===== src/verilog/lbc_pkg.sv =====
// Shared types, constants and decode helpers for the logic, bit and compare datapath
// Behaviour
// - Word logic on two registers writes first
// - Word indirect post-increment advances pointer by two
// - Byte indirect post-increment advances pointer by one
// - Three-bit short immediate with register, both sizes
// - Word immediate with register, result to register
// - Byte immediate combined with register byte
// - Memory destination read, combined, written back
// - Direct memory source combined into register
// - Bit copy moves source bit to destination
// - Inverted bit copy writes negated source bit
// - Bit and, or, xor into destination
// - Bit compare alters neither bit
// - High field modify replaces masked upper byte
// - Low field modify replaces masked lower byte
// - Word compare of first register against second
// - Word compare accepts indirect, optional post-increment
// - Word compare with immediate or memory word
// - Byte compare accepts short immediate
// - Compare with memory never writes memory
`default_nettype none
package lbc_pkg;

   // Operations carried out by this unit
   typedef enum logic [3:0] {
      OP_AND, OP_OR, OP_XOR, OP_COMPARE,
      OP_BIT_CLEAR, OP_BIT_SET, OP_BIT_COPY, OP_BIT_COPY_INV,
      OP_BIT_AND, OP_BIT_OR, OP_BIT_XOR, OP_BIT_COMPARE,
      OP_FIELD_HIGH, OP_FIELD_LOW
   } op_e;

   // Operand addressing forms
   typedef enum logic [3:0] {
      FORM_REG_REG, FORM_REG_IND, FORM_REG_IND_INC, FORM_REG_SHORT,
      FORM_REG_IMM, FORM_REG_MEM, FORM_MEM_REG, FORM_BIT_ONE,
      FORM_BIT_TWO, FORM_FIELD
   } form_e;

   // Sequencer states
   typedef enum logic [2:0] {S_IDLE, S_RD1, S_RD2, S_EXEC, S_WR} state_e;

   // One decoded instruction
   typedef struct packed {
      op_e op;
      form_e form;
      logic byte_op;
      logic [3:0] dst_idx;
      logic [3:0] src_idx;
      logic [15:0] imm;
      logic [15:0] mem_addr;
      logic [15:0] src_addr;
      logic [3:0] dst_pos;
      logic [3:0] src_pos;
      logic [7:0] mask;
   } req_s;

   // Condition flags
   typedef struct packed {
      logic n;
      logic z;
      logic c;
      logic v;
   } flags_s;

   // Data memory command
   typedef struct packed {
      logic req;
      logic we;
      logic byte_sel;
      logic [15:0] addr;
      logic [15:0] wdata;
   } mem_cmd_s;

   localparam logic [2:0] LEN_SHORT = 3'h2;
   localparam logic [2:0] LEN_LONG = 3'h4;
   localparam logic [15:0] PTR_INC_WORD = 16'h0002;
   localparam logic [15:0] PTR_INC_BYTE = 16'h0001;
   localparam logic [15:0] WORD_RESET = 16'h0000;
   localparam int GPR_COUNT = 16;

   // Encoded length in bytes of each form
   function automatic logic [2:0] form_len(input form_e f);
      form_len = (f == FORM_REG_REG || f == FORM_REG_IND || f == FORM_REG_IND_INC ||
                  f == FORM_REG_SHORT || f == FORM_BIT_ONE) ? LEN_SHORT : LEN_LONG;
   endfunction

   // Forms whose result lands in a register
   function automatic logic reg_dest(input form_e f);
      reg_dest = (f == FORM_REG_REG || f == FORM_REG_IND || f == FORM_REG_IND_INC ||
                  f == FORM_REG_SHORT || f == FORM_REG_IMM || f == FORM_REG_MEM);
   endfunction

endpackage
`default_nettype wire


===== src/verilog/logic_bit_compare_datapath.sv =====
// Sequenced logic, bit and compare execution unit with its own register bank
`default_nettype none
module logic_bit_compare_datapath (
   // Clock and reset
   input wire logic CLK,
   input wire logic RST,
   // Decoded request
   input wire logic REQ_VALID,
   input wire lbc_pkg::req_s REQ,
   output logic REQ_READY,
   // Completion
   output logic DONE,
   output logic DONE_ERR,
   output logic [2:0] DONE_LEN,
   output logic [15:0] RESULT,
   output lbc_pkg::flags_s FLAGS,
   // Data memory port
   output lbc_pkg::mem_cmd_s MEM_CMD,
   input wire logic MEM_ACK,
   input wire logic [15:0] MEM_RDATA,
   // Register bank inspection
   input wire logic [3:0] DBG_IDX,
   output logic [15:0] DBG_DATA
);
   import lbc_pkg::*;

   // Register bank: sixteen word registers, low eight also split into bytes
   logic [15:0] gpr [GPR_COUNT];

   state_e state_reg, state_next;
   req_s req_reg;
   logic [15:0] opa_reg, opb_reg;
   mem_cmd_s mem_reg;
   flags_s flags_reg;
   logic ready_reg, done_reg, err_reg;
   logic [2:0] len_reg;
   logic [15:0] result_reg, dbg_reg;

   // Read a word register, or a byte half zero extended
   function automatic logic [15:0] read_gpr(input logic [3:0] idx, input logic bsel);
      logic [15:0] w;
      w = bsel ? gpr[{1'b0, idx[3:1]}] : gpr[idx];
      if (bsel) begin
         read_gpr = idx[0] ? {8'h00, w[15:8]} : {8'h00, w[7:0]};
      end else begin
         read_gpr = w;
      end
   endfunction

   // Replace one bit of a word
   function automatic logic [15:0] put_bit(input logic [15:0] w, input logic [3:0] pos,
                                           input logic val);
      logic [15:0] m;
      m = 16'h0001 << pos;
      put_bit = val ? (w | m) : (w & ~m);
   endfunction

   // Whether an operation belongs with a form; odd pairings are refused
   function automatic logic legal_pair(input req_s r);
      logic bit_op, word_op;
      bit_op = (r.op >= OP_BIT_CLEAR) && (r.op <= OP_BIT_COMPARE);
      word_op = (r.op <= OP_COMPARE);
      unique case (r.form)
         FORM_BIT_ONE: legal_pair = (r.op == OP_BIT_CLEAR) || (r.op == OP_BIT_SET);
         FORM_BIT_TWO: legal_pair = bit_op && (r.op != OP_BIT_CLEAR) && (r.op != OP_BIT_SET);
         FORM_FIELD: legal_pair = (r.op == OP_FIELD_HIGH) || (r.op == OP_FIELD_LOW);
         FORM_MEM_REG: legal_pair = word_op && (r.op != OP_COMPARE);
         default: legal_pair = word_op;
      endcase
   endfunction

   // Decode of the incoming request
   logic acc, acc_legal, acc_needs_read, acc_ind;
   logic [15:0] acc_opa, acc_opb, acc_rd_addr;
   assign acc = REQ_VALID && ready_reg;
   assign acc_legal = legal_pair(REQ);
   assign acc_needs_read = !(REQ.form == FORM_REG_REG || REQ.form == FORM_REG_SHORT ||
                             REQ.form == FORM_REG_IMM);
   assign acc_ind = (REQ.form == FORM_REG_IND) || (REQ.form == FORM_REG_IND_INC);
   // Indirect pointer is always a full word register, even for byte data
   assign acc_rd_addr = acc_ind ? gpr[REQ.src_idx] :
                        (REQ.form == FORM_BIT_TWO) ? REQ.src_addr : REQ.mem_addr;
   // Operands in a process, so bank writes wake it; a continuous assignment
   // would miss registers that are only read inside the function
   always_comb begin
      // First operand: register destination, or later a memory word
      acc_opa = reg_dest(REQ.form) ? read_gpr(REQ.dst_idx, REQ.byte_op) :
                WORD_RESET;
      // Second operand from register, short or long immediate, or field constants
      unique case (REQ.form)
         FORM_REG_REG: acc_opb = read_gpr(REQ.src_idx, REQ.byte_op);
         FORM_REG_SHORT: acc_opb = {13'h0000, REQ.imm[2:0]};
         FORM_REG_IMM: acc_opb = REQ.byte_op ? {8'h00, REQ.imm[7:0]} :
                                 REQ.imm;
         FORM_MEM_REG: acc_opb = read_gpr(REQ.src_idx, REQ.byte_op);
         FORM_FIELD: acc_opb = {REQ.mask, REQ.imm[7:0]};
         default: acc_opb = WORD_RESET;
      endcase
   end

   // Decode of the request held in flight
   logic cur_bit, cur_cmp, cur_gpr_wr, cur_mem_wr, cur_inc;
   logic [15:0] rd_val, alu_a, alu_res, mem_wdata_calc, gpr_merge;
   logic [3:0] dst_word_idx;
   flags_s alu_flg;
   assign cur_bit = (req_reg.form == FORM_BIT_ONE) || (req_reg.form == FORM_BIT_TWO);
   assign cur_cmp = (req_reg.op == OP_COMPARE) || (req_reg.op == OP_BIT_COMPARE);
   // Compares leave both operands alone
   assign cur_gpr_wr = reg_dest(req_reg.form) && !cur_cmp;
   assign cur_mem_wr = !reg_dest(req_reg.form) && !cur_cmp;
   assign cur_inc = (req_reg.form == FORM_REG_IND_INC);
   assign rd_val = req_reg.byte_op ? {8'h00, MEM_RDATA[7:0]} : MEM_RDATA;
   assign alu_a = cur_bit ? {15'h0000, opa_reg[req_reg.dst_pos]} : opa_reg;
   assign dst_word_idx = req_reg.byte_op ? {1'b0, req_reg.dst_idx[3:1]} : req_reg.dst_idx;

   operand_combine_unit u_combine (
      .op(req_reg.op),
      .byte_op(req_reg.byte_op),
      .a(alu_a),
      .b(opb_reg),
      .res(alu_res),
      .flg(alu_flg)
   );

   // Memory write data: a bit is merged into the word read earlier
   assign mem_wdata_calc = cur_bit ? put_bit(opa_reg, req_reg.dst_pos, alu_res[0]) :
                           req_reg.byte_op ? {8'h00, alu_res[7:0]} : alu_res;

   // Byte results land in one half of the word register only
   assign gpr_merge = !req_reg.byte_op ? alu_res :
                      req_reg.dst_idx[0] ? {alu_res[7:0], gpr[dst_word_idx][7:0]} :
                      {gpr[dst_word_idx][15:8], alu_res[7:0]};

   // Sequencer next state
   always_comb begin
      state_next = state_reg;
      unique case (state_reg)
         S_IDLE: begin
            if (acc && acc_legal) begin
               state_next = acc_needs_read ? S_RD1 : S_EXEC;
            end
         end
         S_RD1: begin
            if (MEM_ACK) begin
               state_next = (req_reg.form == FORM_BIT_TWO) ? S_RD2 : S_EXEC;
            end
         end
         S_RD2: begin
            if (MEM_ACK) begin
               state_next = S_EXEC;
            end
         end
         S_EXEC: state_next = cur_mem_wr ? S_WR : S_IDLE;
         S_WR: begin
            if (MEM_ACK) begin
               state_next = S_IDLE;
            end
         end
      endcase
   end

   // State register
   always_ff @(posedge CLK or posedge RST) begin
      if (RST) begin
         state_reg <= S_IDLE;
      end else begin
         state_reg <= state_next;
      end
   end

   // Request capture; operands are sampled once so later writes cannot race them
   always_ff @(posedge CLK or posedge RST) begin
      if (RST) begin
         req_reg <= '0;
         opa_reg <= WORD_RESET;
         opb_reg <= WORD_RESET;
      end else if (state_reg == S_IDLE && acc) begin
         req_reg <= REQ;
         opa_reg <= acc_opa;
         opb_reg <= acc_opb;
      end else if (state_reg == S_RD1 && MEM_ACK) begin
         if (req_reg.form == FORM_BIT_TWO) begin
            opb_reg <= {15'h0000, MEM_RDATA[req_reg.src_pos]};
         end else if (reg_dest(req_reg.form)) begin
            opb_reg <= rd_val;
         end else begin
            opa_reg <= rd_val;
         end
      end else if (state_reg == S_RD2 && MEM_ACK) begin
         opa_reg <= MEM_RDATA;
      end
   end

   // Register bank writes: pointer increment first, so a result to the same
   // register overrides it
   always_ff @(posedge CLK or posedge RST) begin
      if (RST) begin
         for (int i = 0; i < GPR_COUNT; i++) begin
            gpr[i] <= WORD_RESET;
         end
      end else if (state_reg == S_EXEC) begin
         if (cur_inc) begin
            gpr[req_reg.src_idx] <= gpr[req_reg.src_idx] +
               (req_reg.byte_op ? PTR_INC_BYTE : PTR_INC_WORD);
         end
         if (cur_gpr_wr) begin
            gpr[dst_word_idx] <= gpr_merge;
         end
      end
   end

   // Memory port: command held until acknowledged
   always_ff @(posedge CLK or posedge RST) begin
      if (RST) begin
         mem_reg <= '0;
      end else if (state_reg == S_IDLE && acc && acc_legal && acc_needs_read) begin
         mem_reg.req <= 1'b1;
         mem_reg.we <= 1'b0;
         mem_reg.byte_sel <= REQ.byte_op &&
                             !(REQ.form inside {FORM_BIT_TWO, FORM_BIT_ONE, FORM_FIELD});
         mem_reg.addr <= acc_rd_addr;
         mem_reg.wdata <= WORD_RESET;
      end else if (state_reg == S_RD1 && MEM_ACK && req_reg.form == FORM_BIT_TWO) begin
         mem_reg.addr <= req_reg.mem_addr;
         mem_reg.byte_sel <= 1'b0;
      end else if (state_reg == S_EXEC && cur_mem_wr) begin
         mem_reg.req <= 1'b1;
         mem_reg.we <= 1'b1;
         mem_reg.addr <= req_reg.mem_addr;
         mem_reg.wdata <= mem_wdata_calc;
      end else if (MEM_ACK && state_reg inside {S_RD1, S_RD2, S_WR}) begin
         mem_reg.req <= 1'b0;
         mem_reg.we <= 1'b0;
      end
   end

   // Completion strobe, length and flags; a refused request completes at once
   logic finish;
   assign finish = (state_reg == S_EXEC && !cur_mem_wr) || (state_reg == S_WR && MEM_ACK);
   always_ff @(posedge CLK or posedge RST) begin
      if (RST) begin
         done_reg <= 1'b0;
         err_reg <= 1'b0;
         len_reg <= 3'h0;
         flags_reg <= '0;
         result_reg <= WORD_RESET;
      end else begin
         done_reg <= finish || (state_reg == S_IDLE && acc && !acc_legal);
         err_reg <= state_reg == S_IDLE && acc && !acc_legal;
         if (state_reg == S_IDLE && acc) begin
            len_reg <= form_len(REQ.form);
         end
         if (state_reg == S_EXEC) begin
            flags_reg <= alu_flg;
            result_reg <= cur_mem_wr ? mem_wdata_calc : alu_res;
         end
      end
   end

   // Ready falls as a legal request is taken and returns in the same cycle that DONE rises
   always_ff @(posedge CLK or posedge RST) begin
      if (RST) begin
         ready_reg <= 1'b0;
      end else if (state_reg == S_IDLE && acc) begin
         ready_reg <= !acc_legal;
      end else begin
         ready_reg <= (state_next == S_IDLE);
      end
   end

   // Inspection port, one cycle of latency
   always_ff @(posedge CLK or posedge RST) begin
      if (RST) begin
         dbg_reg <= WORD_RESET;
      end else begin
         dbg_reg <= gpr[DBG_IDX];
      end
   end

   // Outputs straight from flip-flops
   assign REQ_READY = ready_reg;
   assign DONE = done_reg;
   assign DONE_ERR = err_reg;
   assign DONE_LEN = len_reg;
   assign RESULT = result_reg;
   assign FLAGS = flags_reg;
   assign MEM_CMD = mem_reg;
   assign DBG_DATA = dbg_reg;

endmodule
`default_nettype wire


===== src/verilog/operand_combine_unit.sv =====
// Combinational combine unit: word/byte logic, compare, bit logic, field modify
`default_nettype none
module operand_combine_unit (
   // Operation select
   input wire lbc_pkg::op_e op,
   input wire logic byte_op,
   // Operands: a is the first (destination) operand
   input wire logic [15:0] a,
   input wire logic [15:0] b,
   // Result and flags
   output logic [15:0] res,
   output lbc_pkg::flags_s flg
);
   import lbc_pkg::*;

   logic [16:0] wdiff;
   logic [8:0] bdiff;
   logic [15:0] field_mask;
   logic [15:0] field_data;
   logic sa, sb, sd, is_cmp, is_bit;

   // Subtraction feeds only the flags; compares pass the first operand through as the result
   assign wdiff = {1'b0, a} - {1'b0, b};
   assign bdiff = {1'b0, a[7:0]} - {1'b0, b[7:0]};
   assign sa = byte_op ? a[7] : a[15];
   assign sb = byte_op ? b[7] : b[15];
   assign sd = byte_op ? bdiff[7] : wdiff[15];
   assign is_cmp = (op == OP_COMPARE);
   assign is_bit = (op >= OP_BIT_CLEAR) && (op <= OP_BIT_COMPARE);
   // Field operand b packs mask in the high byte and data in the low byte
   assign field_mask = (op == OP_FIELD_HIGH) ? {b[15:8], 8'h00} : {8'h00, b[15:8]};
   assign field_data = (op == OP_FIELD_HIGH) ? {b[7:0], 8'h00} : {8'h00, b[7:0]};

   // Result select
   always_comb begin
      unique case (op)
         OP_AND: res = a & b;
         OP_OR: res = a | b;
         OP_XOR: res = a ^ b;
         OP_COMPARE: res = a;
         OP_BIT_CLEAR: res = 16'h0000;
         OP_BIT_SET: res = 16'h0001;
         OP_BIT_COPY: res = {15'h0000, b[0]};
         OP_BIT_COPY_INV: res = {15'h0000, ~b[0]};
         OP_BIT_AND: res = {15'h0000, a[0] & b[0]};
         OP_BIT_OR: res = {15'h0000, a[0] | b[0]};
         OP_BIT_XOR: res = {15'h0000, a[0] ^ b[0]};
         OP_BIT_COMPARE: res = a;
         OP_FIELD_HIGH, OP_FIELD_LOW: begin
            res = (a & ~field_mask) | (field_data & field_mask);
         end
         default: res = a;
      endcase
   end

   // Flags: compare reports the difference, bit compare both bits, other bit ops the bit, others the result
   always_comb begin
      if (is_cmp) begin
         flg.n = sd;
         flg.z = byte_op ? (bdiff[7:0] == 8'h00) : (wdiff[15:0] == 16'h0000);
         flg.c = byte_op ? bdiff[8] : wdiff[16];
         flg.v = (sa ^ sb) & (sa ^ sd);
      end else if (op == OP_BIT_COMPARE) begin
         flg.n = a[0] ^ b[0];
         flg.z = ~(a[0] | b[0]);
         flg.c = a[0] & b[0];
         flg.v = a[0] | b[0];
      end else if (is_bit) begin
         flg.n = res[0];
         flg.z = ~res[0];
         flg.c = 1'b0;
         flg.v = 1'b0;
      end else begin
         flg.n = byte_op ? res[7] : res[15];
         flg.z = byte_op ? (res[7:0] == 8'h00) : (res == 16'h0000);
         flg.c = 1'b0;
         flg.v = 1'b0;
      end
   end

endmodule
`default_nettype wire

===== config.mk =====
export PLATFORM = sky130hd
export DESIGN_NAME = logic_bit_compare_datapath
export DESIGN_NICKNAME = d
export VERILOG_FILES = /design/src/verilog/lbc_pkg.sv /design/src/verilog/logic_bit_compare_datapath.sv /design/src/verilog/operand_combine_unit.sv
export SDC_FILE = /design/constraint.sdc
export NUM_CORES = 2
export LEC_CHECK = 0
export BUFFER_PORTS_ARGS = -buffer_cell sky130_fd_sc_hd__buf_4
export CAP_MARGIN = 5
export CORE_AREA = 2 2 233 235
export CTS_CLUSTER_SIZE = 14
export DETAILED_ROUTE_END_ITERATION = 10
export DIE_AREA = 0 0 235 237
export HOLD_SLACK_MARGIN = 0.02
export PLACE_DENSITY_LB_ADDON = 0.12
export SETUP_SLACK_MARGIN = 0.1
export SLEW_MARGIN = 20
export SYNTH_ARGS = -nofsm -noshare
export SYNTH_HDL_FRONTEND = slang
export SYNTH_SLANG_ARGS = --single-unit

===== constraint.sdc =====
create_clock -name CLK -period 17.3 [get_ports CLK]
set_input_delay 3.46 -clock CLK [delete_from_list [all_inputs] [get_ports CLK]]
set_output_delay 3.46 -clock CLK [all_outputs]
set_load 0.02 [all_outputs]

==> flow_metrics.tcl <==
set metrics [dict create \
    status "finished, final reports clean" \
    grt_start_max_net_pins 121 \
    crit_type "in -> reg" \
    finalHoldViolCount 0 \
    finalPower_mw 7.80 \
    synth_most_common_cell "mux4_2" \
    p_leak_nw 14.5 \
    yosysUniqueCellTypes 88 \
    fill_cells 3904 \
    critPathLaunchType "input port" \
    busiest_layer "met2" \
    grt.overflow.total 0 \
    core_um2 53300 \
    ir_drop_mv 0.136 \
    powerDensity_nw_per_um2 213 \
    synth_seq_cells 408 \
    synthFlopType "dfrtp_1" \
    htreeDepth 2 \
    globalRouteMet1Util 0.612 \
    synth_area_leaders "mux4_2 (31%), dfrtp_1 (31%), nand2_1 (3.9%)" \
    postCtsSetupBuffers 0 \
    crit_slowest_cell "nand2_1" \
    die_area_um2 55700 \
    fin_crit_ns 6.74 \
    syn_nets 3225 \
    slew_headroom 0.0851 \
    clk_root_buffer_cell "clkbuf_16" \
    finalMaxSlewViolations 0 \
    yosys.area.top_type "mux4_2" \
    dp_hpwl_um 98900 \
    drv_cap 0 \
    synth.top_cell.area_share 0.308 \
    met3_usage 0.280 \
    start_util 0.624 \
    clock_sinks 408 \
    clk_pin_slew_worst_paths_ns 0.06 \
    grt_pass1_wl_um 219000 \
    hp-class "reg -> reg" \
    synth.avg_cell_area_um2 10.8 \
    routabilityCongestion 1.07 \
    first_pass_iters 8 \
    clock_latency_ns 0.63 \
    num_rows 85 \
    worstPathMaxFanout 37 \
    largest_register_ffs 256 \
    cp_common_cell "buf_4" \
    finalClockSkew_ns 0.0185 \
    grt_pass1_vias 31900 \
    yosys_warnings 0 \
    critPathCaptureType "flop" \
    async_flop_share 1.00 \
    synth_common_cells "mux4_2 (455), dfrtp_1 (408), nand2_1 (347)" \
    pin_count 182 \
    fmax_ghz 0.148 \
    dp.cells 3737 \
    viasPerCell 8.57 \
    yosysSeqAreaShare 0.307 \
    multiInputGateArea_um2 21700 \
    cts_resized 0 \
    cts_tree "yes" \
    fin_ws_ns 10.56 \
    met2_usage 0.766 \
    synthCells 3086 \
    wire_per_inst_um 39.4 \
    seq_area_um2 10200 \
    ant_nets 0 \
    cp_slowest_stage_delay_ns 0.91 \
    die_x_um 235 \
    crit_arrival_ns 7.26 \
    place_ws_ns 10.01 \
    gr-usage-all-layers 0.543 \
    rsz0062_at_grt "false" \
    nNetsFinal 3231 \
    postCtsHoldBufs 0 \
    fin_crit_sh 0.390 \
    die_h_um 237 \
    worst_pin_slew_ns 1.37 \
    drive_gt1_frac 0.277 \
    cts_buffers 48 \
    fin_tns_setup_ns 0 \
    fin_cells 3837 \
    setup_violations 0 \
    holdWs_ns 0.474 \
    synth-edff-count 0 \
    num_vias 32900 \
    drc_errors 0 \
    clockBufferDepth 3 \
    numPortBuffers 180 \
    antenna_found_initial 14 \
    cp_cell_sequence "buf_4, or2_2, nor2_2, a311oi_1, nand3b_1, buf_4, and2_1, nand2_1, nor2_1, a21oi_1" \
    synth.cell_area_um2 33200 \
    required_ns 17.82 \
    drt-initial-drc-count 5891 \
    routed_wl_um 151000 \
    syn2layout_area_growth_pct 10.3 \
]
## cell type report
class / count / share of cell area
multi-input cells: 2320 / 0.593
diodes: 12 / 0.000820
well taps: 696 / 0.0238
inverters: 46 / 0.00492
clock buffers: 71 / 0.0384
repair buffers: 268 / 0.0550
clock inverters: 16 / 0.00543
flip-flops and latches: 408 / 0.279
## power by group
group	internal, mW	leakage, nW	switching, mW
clock network	0.622	0.784	0.458
logic	1.82	8.38	2.89
registers	1.31	5.36	0.704
total	3.75	14.5	4.05
## critical path, delay by kind of cell
kind	cells	cell delay (ns)
buffers and inverters	2	0.42
AND/OR/NAND/NOR	6	2.90
AO/OA/AOI/OAI	2	0.46
## per-stage QoR
step            util  instance area [µm²]
2_1_floorplan      -                33200
3_3_place_gp   0.655                34900
3_5_place_dp   0.656                34900
4_1_cts        0.686                36500
5_1_grt        0.687                36600
6_report       0.688                36600
## worst paths after layout
path / from / endpoint / slack [ns] / depth (start not counted)
hold reg to reg: RESULT[6] / RESULT[6] / 0.47 / 2
setup reg to reg: req_reg[72] / gpr[130] / 12.06 / 8
max in group asynchronous: RST / MEM_CMD[25] / 11.76 / 4
setup / recovery: REQ[73] / MEM_CMD[22] / 10.56 / 10
hold / removal: RESULT[6] / RESULT[6] / 0.47 / 2
min in group asynchronous: RST / gpr[105] / 2.96 / 2
## cells in the final DEF, fill, tap and decap left out, types with 12 or more instances in the layout
master     instances
diode_2           12
a221oi_1          42
mux4_2           455
inv_1             45
o21ai_0          110
a22oi_1           52
a221o_1           49
a31oi_1           13
a22o_1            98
mux2i_1           67
ha_1              33
clkbuf_16         49
nor3_1            80
nor2_1           253
o21a_1            14
nand2b_1          18
nand3_1           36
dfrtp_1          406
o221ai_1          25
o21ai_1           16
a211oi_1          34
a21oi_1          185
nor2b_1           25
clkbuf_1          12
buf_4            265
nand2_1          340
o21ai_2           12
o22ai_1          148
## cell families (layout without fill, tap and decap cells)
family,after synthesis,in the layout,share of synthesized area
and+or+nand+nor,830,830,0.108
buffers and inverters,358,401,0.0446
muxes,527,527,0.330
adders and majority gates,34,34,0.0130
AOI/OAI and AO/OA,908,908,0.190
xor gates and xnor gates,20,20,0.00663
other,1,13,0.000113
DFF,408,408,0.307
## routing by layer
| layer | part of all wire | wire, µm |
|---|---|---|
| met1 | 0.30 | 45200 |
| met2 | 0.42 | 63600 |
| met3 | 0.17 | 25400 |
| met5 | 0.0018 | 276 |
| met4 | 0.11 | 16800 |
Note: power is estimated with default switching activity, not from simulation.
